[src/hdl/irq_flag_pkg.sv]
// Operation
// - alt_vector_table_select at bit 15 of interrupt_control_two picks the alternate vector table when 1.
// - bit 14 of interrupt_control_two is read-only and reads 1 while a disable-interrupts instruction runs.
// - bits 13 to 5 of interrupt_control_two always read zero.
// - polarity bits 4 to 0 pick falling edge when 1, rising edge when 0, for external inputs 4 to 0.
// - each implemented flag reads 1 once its source requested and software may read and write it.
// - after reset every implemented control bit and flag is zero.
// - request_flags_zero bit 15 is absent and bits 14 to 8 hold dma1, adc1, uart1 tx/rx, spi1 event/fault, timer 3.
// - request_flags_zero bits 7 to 0 hold timer 2, oc2, ic2, dma0, timer 1, oc1, ic1 and external 0.
// - request_flags_one bits 15 to 8 hold uart2 tx/rx, external 2, timer 5, timer 4, oc4, oc3 and dma2.
// - request_flags_one bits 7 to 3 hold ic8, ic7, adc2, external 1, pin change, bit 2 is zero, bits 1 and 0 i2c1.
// - request_flags_two bits 15,14 hold timer 6 and dma4, bit 13 is zero, bits 12 to 9 oc8..oc5, bit 8 ic6.
// - request_flags_two bits 7 to 5 hold ic5..ic3, bit 4 dma3, bits 3 to 0 can1 event/rx, spi2 event/error.
// - absent flag positions of flag registers one and two always read zero.
// - a latched flag is forwarded only while its per-source enable bit is 1.
package irq_flag_pkg;
    localparam logic [7:0] OFF_CTRL_TWO = 8'h00;
    localparam logic [7:0] OFF_FLAGS_ZERO = 8'h04;
    localparam logic [7:0] OFF_FLAGS_ONE = 8'h08;
    localparam logic [7:0] OFF_FLAGS_TWO = 8'h0C;
    localparam logic [7:0] OFF_ENABLE_ZERO = 8'h10;
    localparam logic [7:0] OFF_ENABLE_ONE = 8'h14;
    localparam logic [7:0] OFF_ENABLE_TWO = 8'h18;
    localparam logic [7:0] OFF_IRQ_STATUS = 8'h1C;
    localparam logic [7:0] OFF_IRQ_CLEAR = 8'h20;
    localparam logic [7:0] OFF_IRQ_ENABLE = 8'h24;
    localparam int ALT_VT_BIT = 15;
    localparam int DIS_INSTR_BIT = 14;
    localparam logic [15:0] CTRL_TWO_MASK = 16'h801F;
    localparam logic [15:0] IMPL_ZERO = 16'h7FFF;
    localparam logic [15:0] IMPL_ONE = 16'hFFFB;
    localparam logic [15:0] IMPL_TWO = 16'hDFFF;
    localparam logic [15:0] REG_RESET = 16'h0000;
    localparam logic [2:0] STAT_RESET = 3'h0;
    localparam int EXT0_POS = 0;
    localparam int EXT1_POS = 4;
    localparam int EXT2_POS = 13;
    localparam logic [1:0] HTRANS_NONSEQ = 2'h2;
endpackage

[src/hdl/irq_flag_ctrl.sv]
`timescale 1ns/100ps
`default_nettype none
module irq_flag_ctrl (
    input wire logic hclk, // bus clock
    input wire logic hresetn, // async reset, low
    input wire logic hsel, // slave select
    input wire logic [31:0] haddr, // byte address
    input wire logic [1:0] htrans, // transfer type
    input wire logic hwrite, // write when high
    input wire logic [2:0] hsize, // transfer size
    input wire logic [31:0] hwdata, // write data
    input wire logic hready, // bus ready
    output logic hreadyout, // slave ready
    output logic hresp, // always okay
    output logic [31:0] hrdata, // read data
    input wire logic [15:0] src_req_zero, // request pulses, flags zero
    input wire logic [15:0] src_req_one, // request pulses, flags one
    input wire logic [15:0] src_req_two, // request pulses, flags two
    input wire logic [4:0] ext_irq_pin, // external interrupt levels
    input wire logic irq_disable_instr_active, // disable instruction running
    output logic alt_vector_table_select, // alternate table in use
    output logic [4:0] ext_irq_edge, // qualified edge pulses
    output logic [15:0] fwd_req_zero, // enabled flags zero
    output logic [15:0] fwd_req_one, // enabled flags one
    output logic [15:0] fwd_req_two, // enabled flags two
    output logic irq // summary interrupt
);
    // ****************************************
    // bus slave
    // ****************************************
    logic [7:0] dp_addr;
    logic dp_write;
    logic dp_valid;
    logic [15:0] ctrl_two;
    logic [15:0] flags_zero;
    logic [15:0] flags_one;
    logic [15:0] flags_two;
    logic [15:0] enable_zero;
    logic [15:0] enable_one;
    logic [15:0] enable_two;
    logic [2:0] irq_status;
    logic [2:0] irq_enable;
    logic [4:0] pin_prev;

    wire addr_take = hsel && hready && (htrans == irq_flag_pkg::HTRANS_NONSEQ);
    wire wr_phase = dp_valid && dp_write;
    wire rd_phase = dp_valid && !dp_write;
    wire wr_ctrl = wr_phase && (dp_addr == irq_flag_pkg::OFF_CTRL_TWO);
    wire wr_f0 = wr_phase && (dp_addr == irq_flag_pkg::OFF_FLAGS_ZERO);
    wire wr_f1 = wr_phase && (dp_addr == irq_flag_pkg::OFF_FLAGS_ONE);
    wire wr_f2 = wr_phase && (dp_addr == irq_flag_pkg::OFF_FLAGS_TWO);
    wire wr_e0 = wr_phase && (dp_addr == irq_flag_pkg::OFF_ENABLE_ZERO);
    wire wr_e1 = wr_phase && (dp_addr == irq_flag_pkg::OFF_ENABLE_ONE);
    wire wr_e2 = wr_phase && (dp_addr == irq_flag_pkg::OFF_ENABLE_TWO);
    wire wr_clr = wr_phase && (dp_addr == irq_flag_pkg::OFF_IRQ_CLEAR);
    wire wr_ien = wr_phase && (dp_addr == irq_flag_pkg::OFF_IRQ_ENABLE);
    wire [15:0] wd = hwdata[15:0];

    always_ff @(posedge hclk or negedge hresetn) begin
        if (!hresetn) begin
            dp_valid <= 1'b0;
            dp_write <= 1'b0;
            dp_addr <= 8'h00;
        end else begin
            dp_valid <= addr_take;
            if (addr_take) begin
                dp_write <= hwrite;
                dp_addr <= {haddr[7:2], 2'h0};
            end
        end
    end

    assign hreadyout = 1'b1;
    assign hresp = 1'b0;

    // ****************************************
    // control register two
    // ****************************************
    wire [15:0] ctrl_two_view = (ctrl_two & irq_flag_pkg::CTRL_TWO_MASK)
        | ({15'h0000, irq_disable_instr_active} << irq_flag_pkg::DIS_INSTR_BIT);

    always_ff @(posedge hclk or negedge hresetn) begin
        if (!hresetn) begin
            ctrl_two <= irq_flag_pkg::REG_RESET;
        end else if (wr_ctrl) begin
            ctrl_two <= wd & irq_flag_pkg::CTRL_TWO_MASK;
        end
    end

    assign alt_vector_table_select = ctrl_two[irq_flag_pkg::ALT_VT_BIT];

    AST_CTRL_POL_WRITE: assert property (@(posedge hclk) disable iff (!hresetn)
        wr_ctrl |=> (ctrl_two[4:0] == $past(hwdata[4:0])))
        else $error("edge polarity bits did not follow write");

    AST_CTRL_HOLD: assert property (@(posedge hclk) disable iff (!hresetn)
        !wr_ctrl |=> $stable(ctrl_two))
        else $error("control register changed without a write");

    // ****************************************
    // external edge detection
    // ****************************************
    wire [4:0] rise = ext_irq_pin & ~pin_prev;
    wire [4:0] fall = ~ext_irq_pin & pin_prev;
    wire [4:0] pol = ctrl_two[4:0];
    assign ext_irq_edge = (pol & fall) | (~pol & rise);

    always_ff @(posedge hclk or negedge hresetn) begin
        if (!hresetn) begin
            pin_prev <= 5'h00;
        end else begin
            pin_prev <= ext_irq_pin;
        end
    end

    AST_EXT0_FALL: assert property (@(posedge hclk) disable iff (!hresetn)
        (ctrl_two[0] && pin_prev[0] && !ext_irq_pin[0]) |=> flags_zero[0])
        else $error("falling edge did not set external flag zero");

    AST_EXT2_RISE: assert property (@(posedge hclk) disable iff (!hresetn)
        (!ctrl_two[2] && !pin_prev[2] && ext_irq_pin[2]) |=> flags_one[13])
        else $error("rising edge did not set external flag two");

    AST_EXT3_NO_RISE: assert property (@(posedge hclk) disable iff (!hresetn)
        (ctrl_two[3] && !pin_prev[3] && ext_irq_pin[3]) |-> !ext_irq_edge[3])
        else $error("rising edge taken while falling edge selected");

    AST_EDGE_QUIET: assert property (@(posedge hclk) disable iff (!hresetn)
        (ext_irq_pin == pin_prev) |-> (ext_irq_edge == 5'h00))
        else $error("edge pulse without a pin change");

    // ****************************************
    // request flags
    // ****************************************
    wire [15:0] hw_set_zero = (src_req_zero
        | (16'h0001 << irq_flag_pkg::EXT0_POS) & {15'h0000, ext_irq_edge[0]})
        & irq_flag_pkg::IMPL_ZERO;
    wire [15:0] ext_one = ({15'h0000, ext_irq_edge[1]} << irq_flag_pkg::EXT1_POS)
        | ({15'h0000, ext_irq_edge[2]} << irq_flag_pkg::EXT2_POS);
    wire [15:0] hw_set_one = (src_req_one | ext_one) & irq_flag_pkg::IMPL_ONE;
    wire [15:0] hw_set_two = src_req_two & irq_flag_pkg::IMPL_TWO;

    // hardware set wins over a write of zero in the same cycle
    wire [15:0] next_flags_zero = (wr_f0 ? wd & irq_flag_pkg::IMPL_ZERO : flags_zero)
        | hw_set_zero;
    wire [15:0] next_flags_one = (wr_f1 ? wd & irq_flag_pkg::IMPL_ONE : flags_one)
        | hw_set_one;
    wire [15:0] next_flags_two = (wr_f2 ? wd & irq_flag_pkg::IMPL_TWO : flags_two)
        | hw_set_two;

    always_ff @(posedge hclk or negedge hresetn) begin
        if (!hresetn) begin
            flags_zero <= irq_flag_pkg::REG_RESET;
            flags_one <= irq_flag_pkg::REG_RESET;
            flags_two <= irq_flag_pkg::REG_RESET;
        end else begin
            flags_zero <= next_flags_zero;
            flags_one <= next_flags_one;
            flags_two <= next_flags_two;
        end
    end

    AST_F0_HIGH_SET: assert property (@(posedge hclk) disable iff (!hresetn)
        src_req_zero[14] |=> flags_zero[14])
        else $error("source request did not set flags zero bit 14");

    AST_F0_LOW_SET: assert property (@(posedge hclk) disable iff (!hresetn)
        src_req_zero[4] |=> flags_zero[4])
        else $error("source request did not set flags zero bit 4");

    AST_F1_HIGH_SET: assert property (@(posedge hclk) disable iff (!hresetn)
        src_req_one[8] |=> flags_one[8])
        else $error("source request did not set flags one bit 8");

    AST_F1_LOW_SET: assert property (@(posedge hclk) disable iff (!hresetn)
        src_req_one[0] |=> flags_one[0])
        else $error("source request did not set flags one bit 0");

    AST_F2_HIGH_SET: assert property (@(posedge hclk) disable iff (!hresetn)
        src_req_two[14] |=> flags_two[14])
        else $error("source request did not set flags two bit 14");

    AST_F2_LOW_SET: assert property (@(posedge hclk) disable iff (!hresetn)
        src_req_two[3] |=> flags_two[3])
        else $error("source request did not set flags two bit 3");

    AST_FLAGS_ONE_HOLD: assert property (@(posedge hclk) disable iff (!hresetn)
        (!wr_f1 && hw_set_one == 16'h0000) |=> $stable(flags_one))
        else $error("flags one changed without request or write");

    AST_SW_WRITE_ONE: assert property (@(posedge hclk) disable iff (!hresetn)
        (wr_f1 && hw_set_one == 16'h0000) |=> (flags_one == ($past(hwdata[15:0]) & irq_flag_pkg::IMPL_ONE)))
        else $error("software write to flags one not stored");

    AST_SW_WRITE_TWO: assert property (@(posedge hclk) disable iff (!hresetn)
        (wr_f2 && hw_set_two == 16'h0000) |=> (flags_two == ($past(hwdata[15:0]) & irq_flag_pkg::IMPL_TWO)))
        else $error("software write to flags two not stored");

    // ****************************************
    // per-source enables and forwarding
    // ****************************************
    always_ff @(posedge hclk or negedge hresetn) begin
        if (!hresetn) begin
            enable_zero <= irq_flag_pkg::REG_RESET;
            enable_one <= irq_flag_pkg::REG_RESET;
            enable_two <= irq_flag_pkg::REG_RESET;
        end else begin
            if (wr_e0) begin
                enable_zero <= wd & irq_flag_pkg::IMPL_ZERO;
            end
            if (wr_e1) begin
                enable_one <= wd & irq_flag_pkg::IMPL_ONE;
            end
            if (wr_e2) begin
                enable_two <= wd & irq_flag_pkg::IMPL_TWO;
            end
        end
    end

    assign fwd_req_zero = flags_zero & enable_zero;
    assign fwd_req_one = flags_one & enable_one;
    assign fwd_req_two = flags_two & enable_two;

    AST_FWD_ENABLED: assert property (@(posedge hclk) disable iff (!hresetn)
        (flags_one[0] && enable_one[0]) |-> fwd_req_one[0])
        else $error("enabled flag was not forwarded");

    AST_EN_WRITE: assert property (@(posedge hclk) disable iff (!hresetn)
        wr_e0 |=> (enable_zero == ($past(hwdata[15:0]) & irq_flag_pkg::IMPL_ZERO)))
        else $error("enable write to register zero not stored");

    // ****************************************
    // summary interrupt
    // ****************************************
    // one event bit per flag register: an enabled source raised a request
    wire [2:0] ev = {|(hw_set_two & enable_two), |(hw_set_one & enable_one),
        |(hw_set_zero & enable_zero)};
    wire [2:0] clr = wr_clr ? wd[2:0] : 3'h0;

    always_ff @(posedge hclk or negedge hresetn) begin
        if (!hresetn) begin
            irq_status <= irq_flag_pkg::STAT_RESET;
            irq_enable <= irq_flag_pkg::STAT_RESET;
        end else begin
            irq_status <= (irq_status & ~clr) | ev;
            if (wr_ien) begin
                irq_enable <= wd[2:0];
            end
        end
    end

    assign irq = |(irq_status & irq_enable);

    AST_STATUS_SET: assert property (@(posedge hclk) disable iff (!hresetn)
        ev[2] |=> irq_status[2])
        else $error("enabled event did not set status bit 2");

    AST_STATUS_CLEAR: assert property (@(posedge hclk) disable iff (!hresetn)
        (wr_clr && hwdata[0] && !ev[0]) |=> !irq_status[0])
        else $error("status bit 0 not cleared by write");

    AST_IRQ_MASKED: assert property (@(posedge hclk) disable iff (!hresetn)
        ((irq_status & irq_enable) == 3'h0) |-> !irq)
        else $error("interrupt raised with no enabled status");

    // ****************************************
    // read mux
    // ****************************************
    logic [15:0] rd_val;
    always_comb begin
        case (dp_addr)
            irq_flag_pkg::OFF_CTRL_TWO: rd_val = ctrl_two_view;
            irq_flag_pkg::OFF_FLAGS_ZERO: rd_val = flags_zero;
            irq_flag_pkg::OFF_FLAGS_ONE: rd_val = flags_one;
            irq_flag_pkg::OFF_FLAGS_TWO: rd_val = flags_two;
            irq_flag_pkg::OFF_ENABLE_ZERO: rd_val = enable_zero;
            irq_flag_pkg::OFF_ENABLE_ONE: rd_val = enable_one;
            irq_flag_pkg::OFF_ENABLE_TWO: rd_val = enable_two;
            irq_flag_pkg::OFF_IRQ_STATUS: rd_val = {13'h0000, irq_status};
            irq_flag_pkg::OFF_IRQ_ENABLE: rd_val = {13'h0000, irq_enable};
            default: rd_val = 16'h0000;
        endcase
    end

    assign hrdata = rd_phase ? {16'h0000, rd_val} : 32'h00000000;

    AST_HRDATA_IDLE: assert property (@(posedge hclk) disable iff (!hresetn)
        !rd_phase |-> (hrdata == 32'h00000000))
        else $error("read data driven outside a read data phase");

    AST_HRDATA_UPPER: assert property (@(posedge hclk) disable iff (!hresetn)
        hrdata[31:16] == 16'h0000)
        else $error("upper read data bits not zero");

    AST_READY_OKAY: assert property (@(posedge hclk) disable iff (!hresetn)
        hreadyout && !hresp)
        else $error("slave inserted a wait state or an error response");

    AST_FLAGS_READ: assert property (@(posedge hclk) disable iff (!hresetn)
        (rd_phase && dp_addr == irq_flag_pkg::OFF_FLAGS_ZERO) |-> (hrdata == {16'h0000, flags_zero}))
        else $error("flags zero read back wrong");

    // ****************************************
    // checks
    // ****************************************
    AST_ALT_VT_WRITE: assert property (@(posedge hclk) disable iff (!hresetn)
        wr_ctrl |=> (alt_vector_table_select == $past(hwdata[15])))
        else $error("alternate table select did not follow write");

    AST_DIS_INSTR_READ: assert property (@(posedge hclk) disable iff (!hresetn)
        (rd_phase && dp_addr == 8'h00) |-> (hrdata[14] == irq_disable_instr_active))
        else $error("disable status bit wrong on read");

    AST_CTRL_GAP_ZERO: assert property (@(posedge hclk) disable iff (!hresetn)
        (rd_phase && dp_addr == 8'h00) |-> (hrdata[13:5] == 9'h000))
        else $error("unimplemented control bits not zero");

    AST_EXT0_RISE: assert property (@(posedge hclk) disable iff (!hresetn)
        (!ctrl_two[0] && !pin_prev[0] && ext_irq_pin[0]) |=> flags_zero[0])
        else $error("rising edge did not set external flag zero");

    AST_EXT1_FALL: assert property (@(posedge hclk) disable iff (!hresetn)
        (ctrl_two[1] && !ext_irq_pin[1] && $past(ext_irq_pin[1]) && $past(hresetn))
        |-> ext_irq_edge[1] ##1 flags_one[4])
        else $error("falling edge missed on external one");

    AST_HOLES_ZERO: assert property (@(posedge hclk) disable iff (!hresetn)
        !flags_one[2] && !flags_two[13] && !flags_zero[15])
        else $error("unimplemented flag position set");

    AST_SET_BEATS_CLEAR: assert property (@(posedge hclk) disable iff (!hresetn)
        (wr_f0 && hw_set_zero != 16'h0000)
        |=> ((flags_zero & $past(hw_set_zero)) == $past(hw_set_zero)))
        else $error("request lost against clearing write");

    AST_FWD_GATED: assert property (@(posedge hclk) disable iff (!hresetn)
        (!enable_two[15] && !wr_e2 && src_req_two[15]) |=> (flags_two[15] && !fwd_req_two[15]))
        else $error("disabled source was forwarded");

    AST_IRQ_LEVEL: assert property (@(posedge hclk) disable iff (!hresetn)
        (irq_enable[0] && !wr_ien && (hw_set_zero & enable_zero) != 16'h0000) |=> irq)
        else $error("enabled event did not raise interrupt");

    AST_SW_WRITE: assert property (@(posedge hclk) disable iff (!hresetn)
        (wr_f0 && src_req_zero == 16'h0000 && !ext_irq_edge[0])
        |=> (flags_zero == ($past(hwdata[15:0]) & irq_flag_pkg::IMPL_ZERO)))
        else $error("software write to flags zero not stored");
endmodule
`default_nettype wire

[config.mk]
export PLATFORM = sky130hd
export DESIGN_NAME = irq_flag_ctrl
export DESIGN_NICKNAME = d
export VERILOG_FILES = /design/src/hdl/irq_flag_pkg.sv /design/src/hdl/irq_flag_ctrl.sv
export SDC_FILE = /design/constraint.sdc
export NUM_CORES = 1
export LEC_CHECK = 0
export BUFFER_PORTS_ARGS = -buffer_cell sky130_fd_sc_hd__buf_4
export CAP_MARGIN = 5
export CORE_ASPECT_RATIO = 1.5
export CORE_UTILIZATION = 46
export CTS_CLUSTER_SIZE = 24
export DETAILED_ROUTE_END_ITERATION = 7
export PLACE_DENSITY = 0.77
export SYNTH_ARGS = -nofsm -noshare
export SYNTH_HDL_FRONTEND = slang
export SYNTH_SLANG_ARGS = --single-unit
[constraint.sdc]
create_clock -name hclk -period 1.9 [get_ports hclk]
set_clock_uncertainty 0.15 [all_clocks]
set_input_delay 0.095 -clock hclk [delete_from_list [all_inputs] [get_ports hclk]]
set_output_delay 0.095 -clock hclk [all_outputs]
set_load 0.05 [all_outputs]
==> flow_metrics.py <==
metrics = {
    "sta": {
        "slew_headroom_pct": 42.8,
        "fin_crit_ns": 2.50,
        "worst_slew_pin_slew_ns": 0.858,
        "rsz0062_at_grt": "yes",
        "hold_viol_final": 0,
        "fin_ws_ns": -0.604,
        "fmax_ghz": 0.399,
        "period_share_pct": 132,
        "setup-violations-final": 119,
        "slew_viol_final": 0,
    },
    "global_routing": {
        "grt_overflow_total": 0,
        "antenna_found_initial": 0,
        "grt_max_degree": 48,
        "grt_pass1_vias": 6836,
        "grt_usage_pct": 37.2,
        "grt_pass1_wl_mm": 39.9,
    },
    "finish": {
        "drive_gt1_share_pct": 49.3,
        "nets": 1021,
        "diodes": 0,
        "fill_cells": 648,
        "fin_cells": 1068,
        "area_growth_syn_to_layout_pct": 73.8,
    },
    "drt": {
        "routed_wl_mm": 30.9,
        "viasPerCell": 6.61,
        "num_vias": 7063,
        "ant_nets": 0,
        "drtIter0Drc": 1017,
        "avgRoutedWirePerCell_um": 28.9,
        "drt_pass1_iterations": 6,
        "route.detailed.drc": 0,
    },
    "synthesis": {
        "ys.flop_type": "dfrtp_1",
        "syn_inst": 571,
        "syn_area_mm2": 0.00629,
        "ys_seq_elements": 115,
        "ys_seq_area_share_pct": 45.8,
        "synth_edf_count": 0,
        "ys_async_sr_fraction_pct": 100,
        "avgSynthCellArea_um2": 11.0,
        "ys.warnings.count": 0,
        "yosysUniqueCellTypes": 46,
    },
    "cts": {
        "cts_tree": "done",
        "ctsLongestPathBuffers": 2,
        "cts_sinks": 115,
        "cts_max_level": 4,
        "worstSkewPairLatency_ns": 0.43,
        "clock-root-buffer": "clkbuf_16",
        "cts_buffers": 17,
        "path_clk_slew_ns": 0.06,
    },
    "worst_setup_path": {
        "path_common_cell": "buf_6",
        "crit_slowest_cell": "dfrtp_2",
        "endpoint_kind": "output port",
        "cp-start-kind": "flip-flop",
        "crit_buf_inv": 4,
        "cpPeakStageDelay_ns": 0.47,
        "cp.arrival_ns": 2.26,
        "critPathKind": "reg2out",
        "crit_chain": "buf_6 > buf_6 > buf_4 > mux2i_1 > o2bb2ai_1 > a22oi_2 > nor2_4 > buf_6",
        "critical_path.top_delay_family": "buffers and inverters",
        "crit_required_ns": 1.65,
        "crit_fanout": 6,
    },
    "placed_design": {
        "place_ws_ns": -0.129,
        "routabilityCongestion": 0.890,
        "portBuffers": 147,
        "dp_hpwl_mm": 14.4,
        "place_inst": 899,
    },
    "die": {
        "die_w_um": 97.5,
        "core_mm2": 0.0134,
        "boundaryPins": 217,
        "rows": 52,
        "fp.dieArea_mm2": 0.0141,
        "die_h_um": 145,
        "start_util_pct": 46.9,
    },
    "hold_path": {
        "min_path_type": "in2async",
    },
    "power_and_ir_drop": {
        "power_density_mw_per_mm2": 856,
        "p_leak_nw": 4.75,
        "ir_drop_mv": 0.807,
    },
    "job": {
        "maxCapViolCount": 0,
    },
    "outcome": {
        "status": "finished, violations left",
        "violations": "setup timing",
    },
}
cells in the final DEF (no fill, tap or decap), types with 4 or more instances in the layout:
cell type / instances
buf_4: 181
dfrtp_1: 112
dlygate4sd3_1: 74
and2_1: 45
a211o_1: 42
buf_6: 40
mux2_4: 38
nand2_1: 35
nor2b_1: 26
clkbuf_16: 22
conb_1: 21
mux2_2: 19
buf_12: 18
mux2i_1: 17
buf_8: 15
a22oi_2: 12
a22o_1: 12
a22oi_1: 11
nor2b_2: 11
nor2_4: 10
nor2_1: 9
nand2_2: 7
nor2b_4: 7
o2bb2ai_1: 7
o21ai_2: 7
bufinv_16: 7
mux4_2: 6
inv_1: 6
nand3_1: 5
o21ai_0: 5
o21ai_1: 4
nor3_4: 4
a221oi_1: 4
clkbuf_1: 4
cells in the mapped netlist (all sizes together) (10+ instances only):
library cell / count / share of area (%)
dfrtp: 115 / 46
mux2: 57 / 10
nand2: 47 / 2.8
and2: 45 / 4.5
buf: 44 / 5.3
nor2b: 44 / 4.4
a211o: 42 / 5.9
a22oi: 23 / 2.7
nor2: 21 / 1.3
mux2i: 19 / 3.0
o21ai: 17 / 1.4
a22o: 12 / 1.7
o2bb2ai: 10 / 1.4
worst register-to-register path: stages (launching register included):
cell     delay [ns]
dfrtp_1        0.41
buf_6          0.14
buf_6          0.11
or4_4          0.48
nor3_4         0.25
buf_12         0.16
buf_12         0.16
nor2b_1        0.09
a211o_1        0.26
cell families after synthesis:
kind of cell,Yosys count,synth area share [%]
compound gates,125,15.5
buf+inv,59,6.17
mux,82,15.4
other cells,2,0.119
simple gates,188,17.1
flops,115,45.8
per-stage QoR:
stage | util, % | area, um^2 | power, W | hold WS [ns] | setup TNS (ns)
after floorplan | - | 6600 | 0.00380 | -0.351 | -3.27
after global placement | 59.9 | 8020 | 0.00446 | -0.0777 | -1.21
after detailed placement | 59.9 | 8020 | 0.00450 | -0.0727 | -5.06
after CTS | 76.1 | 10200 | 0.00866 | 0.0427 | -16.63
after global routing | 81.5 | 10900 | 0.00953 | 0.0636 | -36.09
final | 81.5 | 10900 | 0.00935 | 0.0270 | -32.63
power breakdown:
| group | leakage (nW) | internal [W] | switching (W) |
|---|---|---|---|
| registers | 1.27 | 0.00256 | 0.000171 |
| clock network | 0.336 | 0.00266 | 0.00120 |
| logic | 3.15 | 0.00124 | 0.00152 |
layout make-up:
type / instances / area [um^2] / area share (%)
clock buffers: 23 / 468 / 4.28
well taps: 162 / 203 / 1.85
multi-input cells: 416 / 3780 / 34.6
repair buffers: 336 / 3340 / 30.6
clock inverters: 9 / 224 / 2.05
inverters: 7 / 26.3 / 0.240
flip-flops and latches: 115 / 2880 / 26.4
repair_timing:
item	4_1_cts	5_1_grt
resized for setup	111	103
endpoints found under the hold margin	229	0
gates cloned	6	5
setup endpoints to repair	111	119
setup buffers	24	35
pin swaps	18	38
hold buffers	74	0
registers in the layout (all words and copies together) (netlist names):
signal	flops
dp_valid	1
enable_two	15
pin_prev	5
enable_zero	15
irq_status	3
flags_two	15
irq_enable	3
dp_addr	6
flags_one	15
flags_zero	15
enable_one	15
dp_write	1
ctrl_two	6
path summary, 6_finish.rpt:
path / start / endpoint / slack, ns / depth (start not counted)
setup / recovery: dp_addr[3] / hrdata[12] / -0.60 / 8
setup reg to reg: dp_addr[4] / flags_two[6] / -0.43 / 8
min in group hclk: htrans[0] / dp_addr[6] / 0.04 / 4
hold reg to reg: flags_zero[0] / flags_zero[0] / 0.40 / 2
max in group asynchronous: hresetn / enable_two[7] / 0.90 / 3
hold / removal: hresetn / flags_two[10] / 0.03 / 2
layer usage:
metal / track usage, % / wire length, um / up-vias
li1: - / - / 2692
met1: 42.9 / 10500 / 3433
met2: 60.7 / 14100 / 683
met3: 9.10 / 3500 / 253
met4: 25.3 / 2780 / 2
met5: 0 / 37 / -
(Power assumes the default switching activity.)
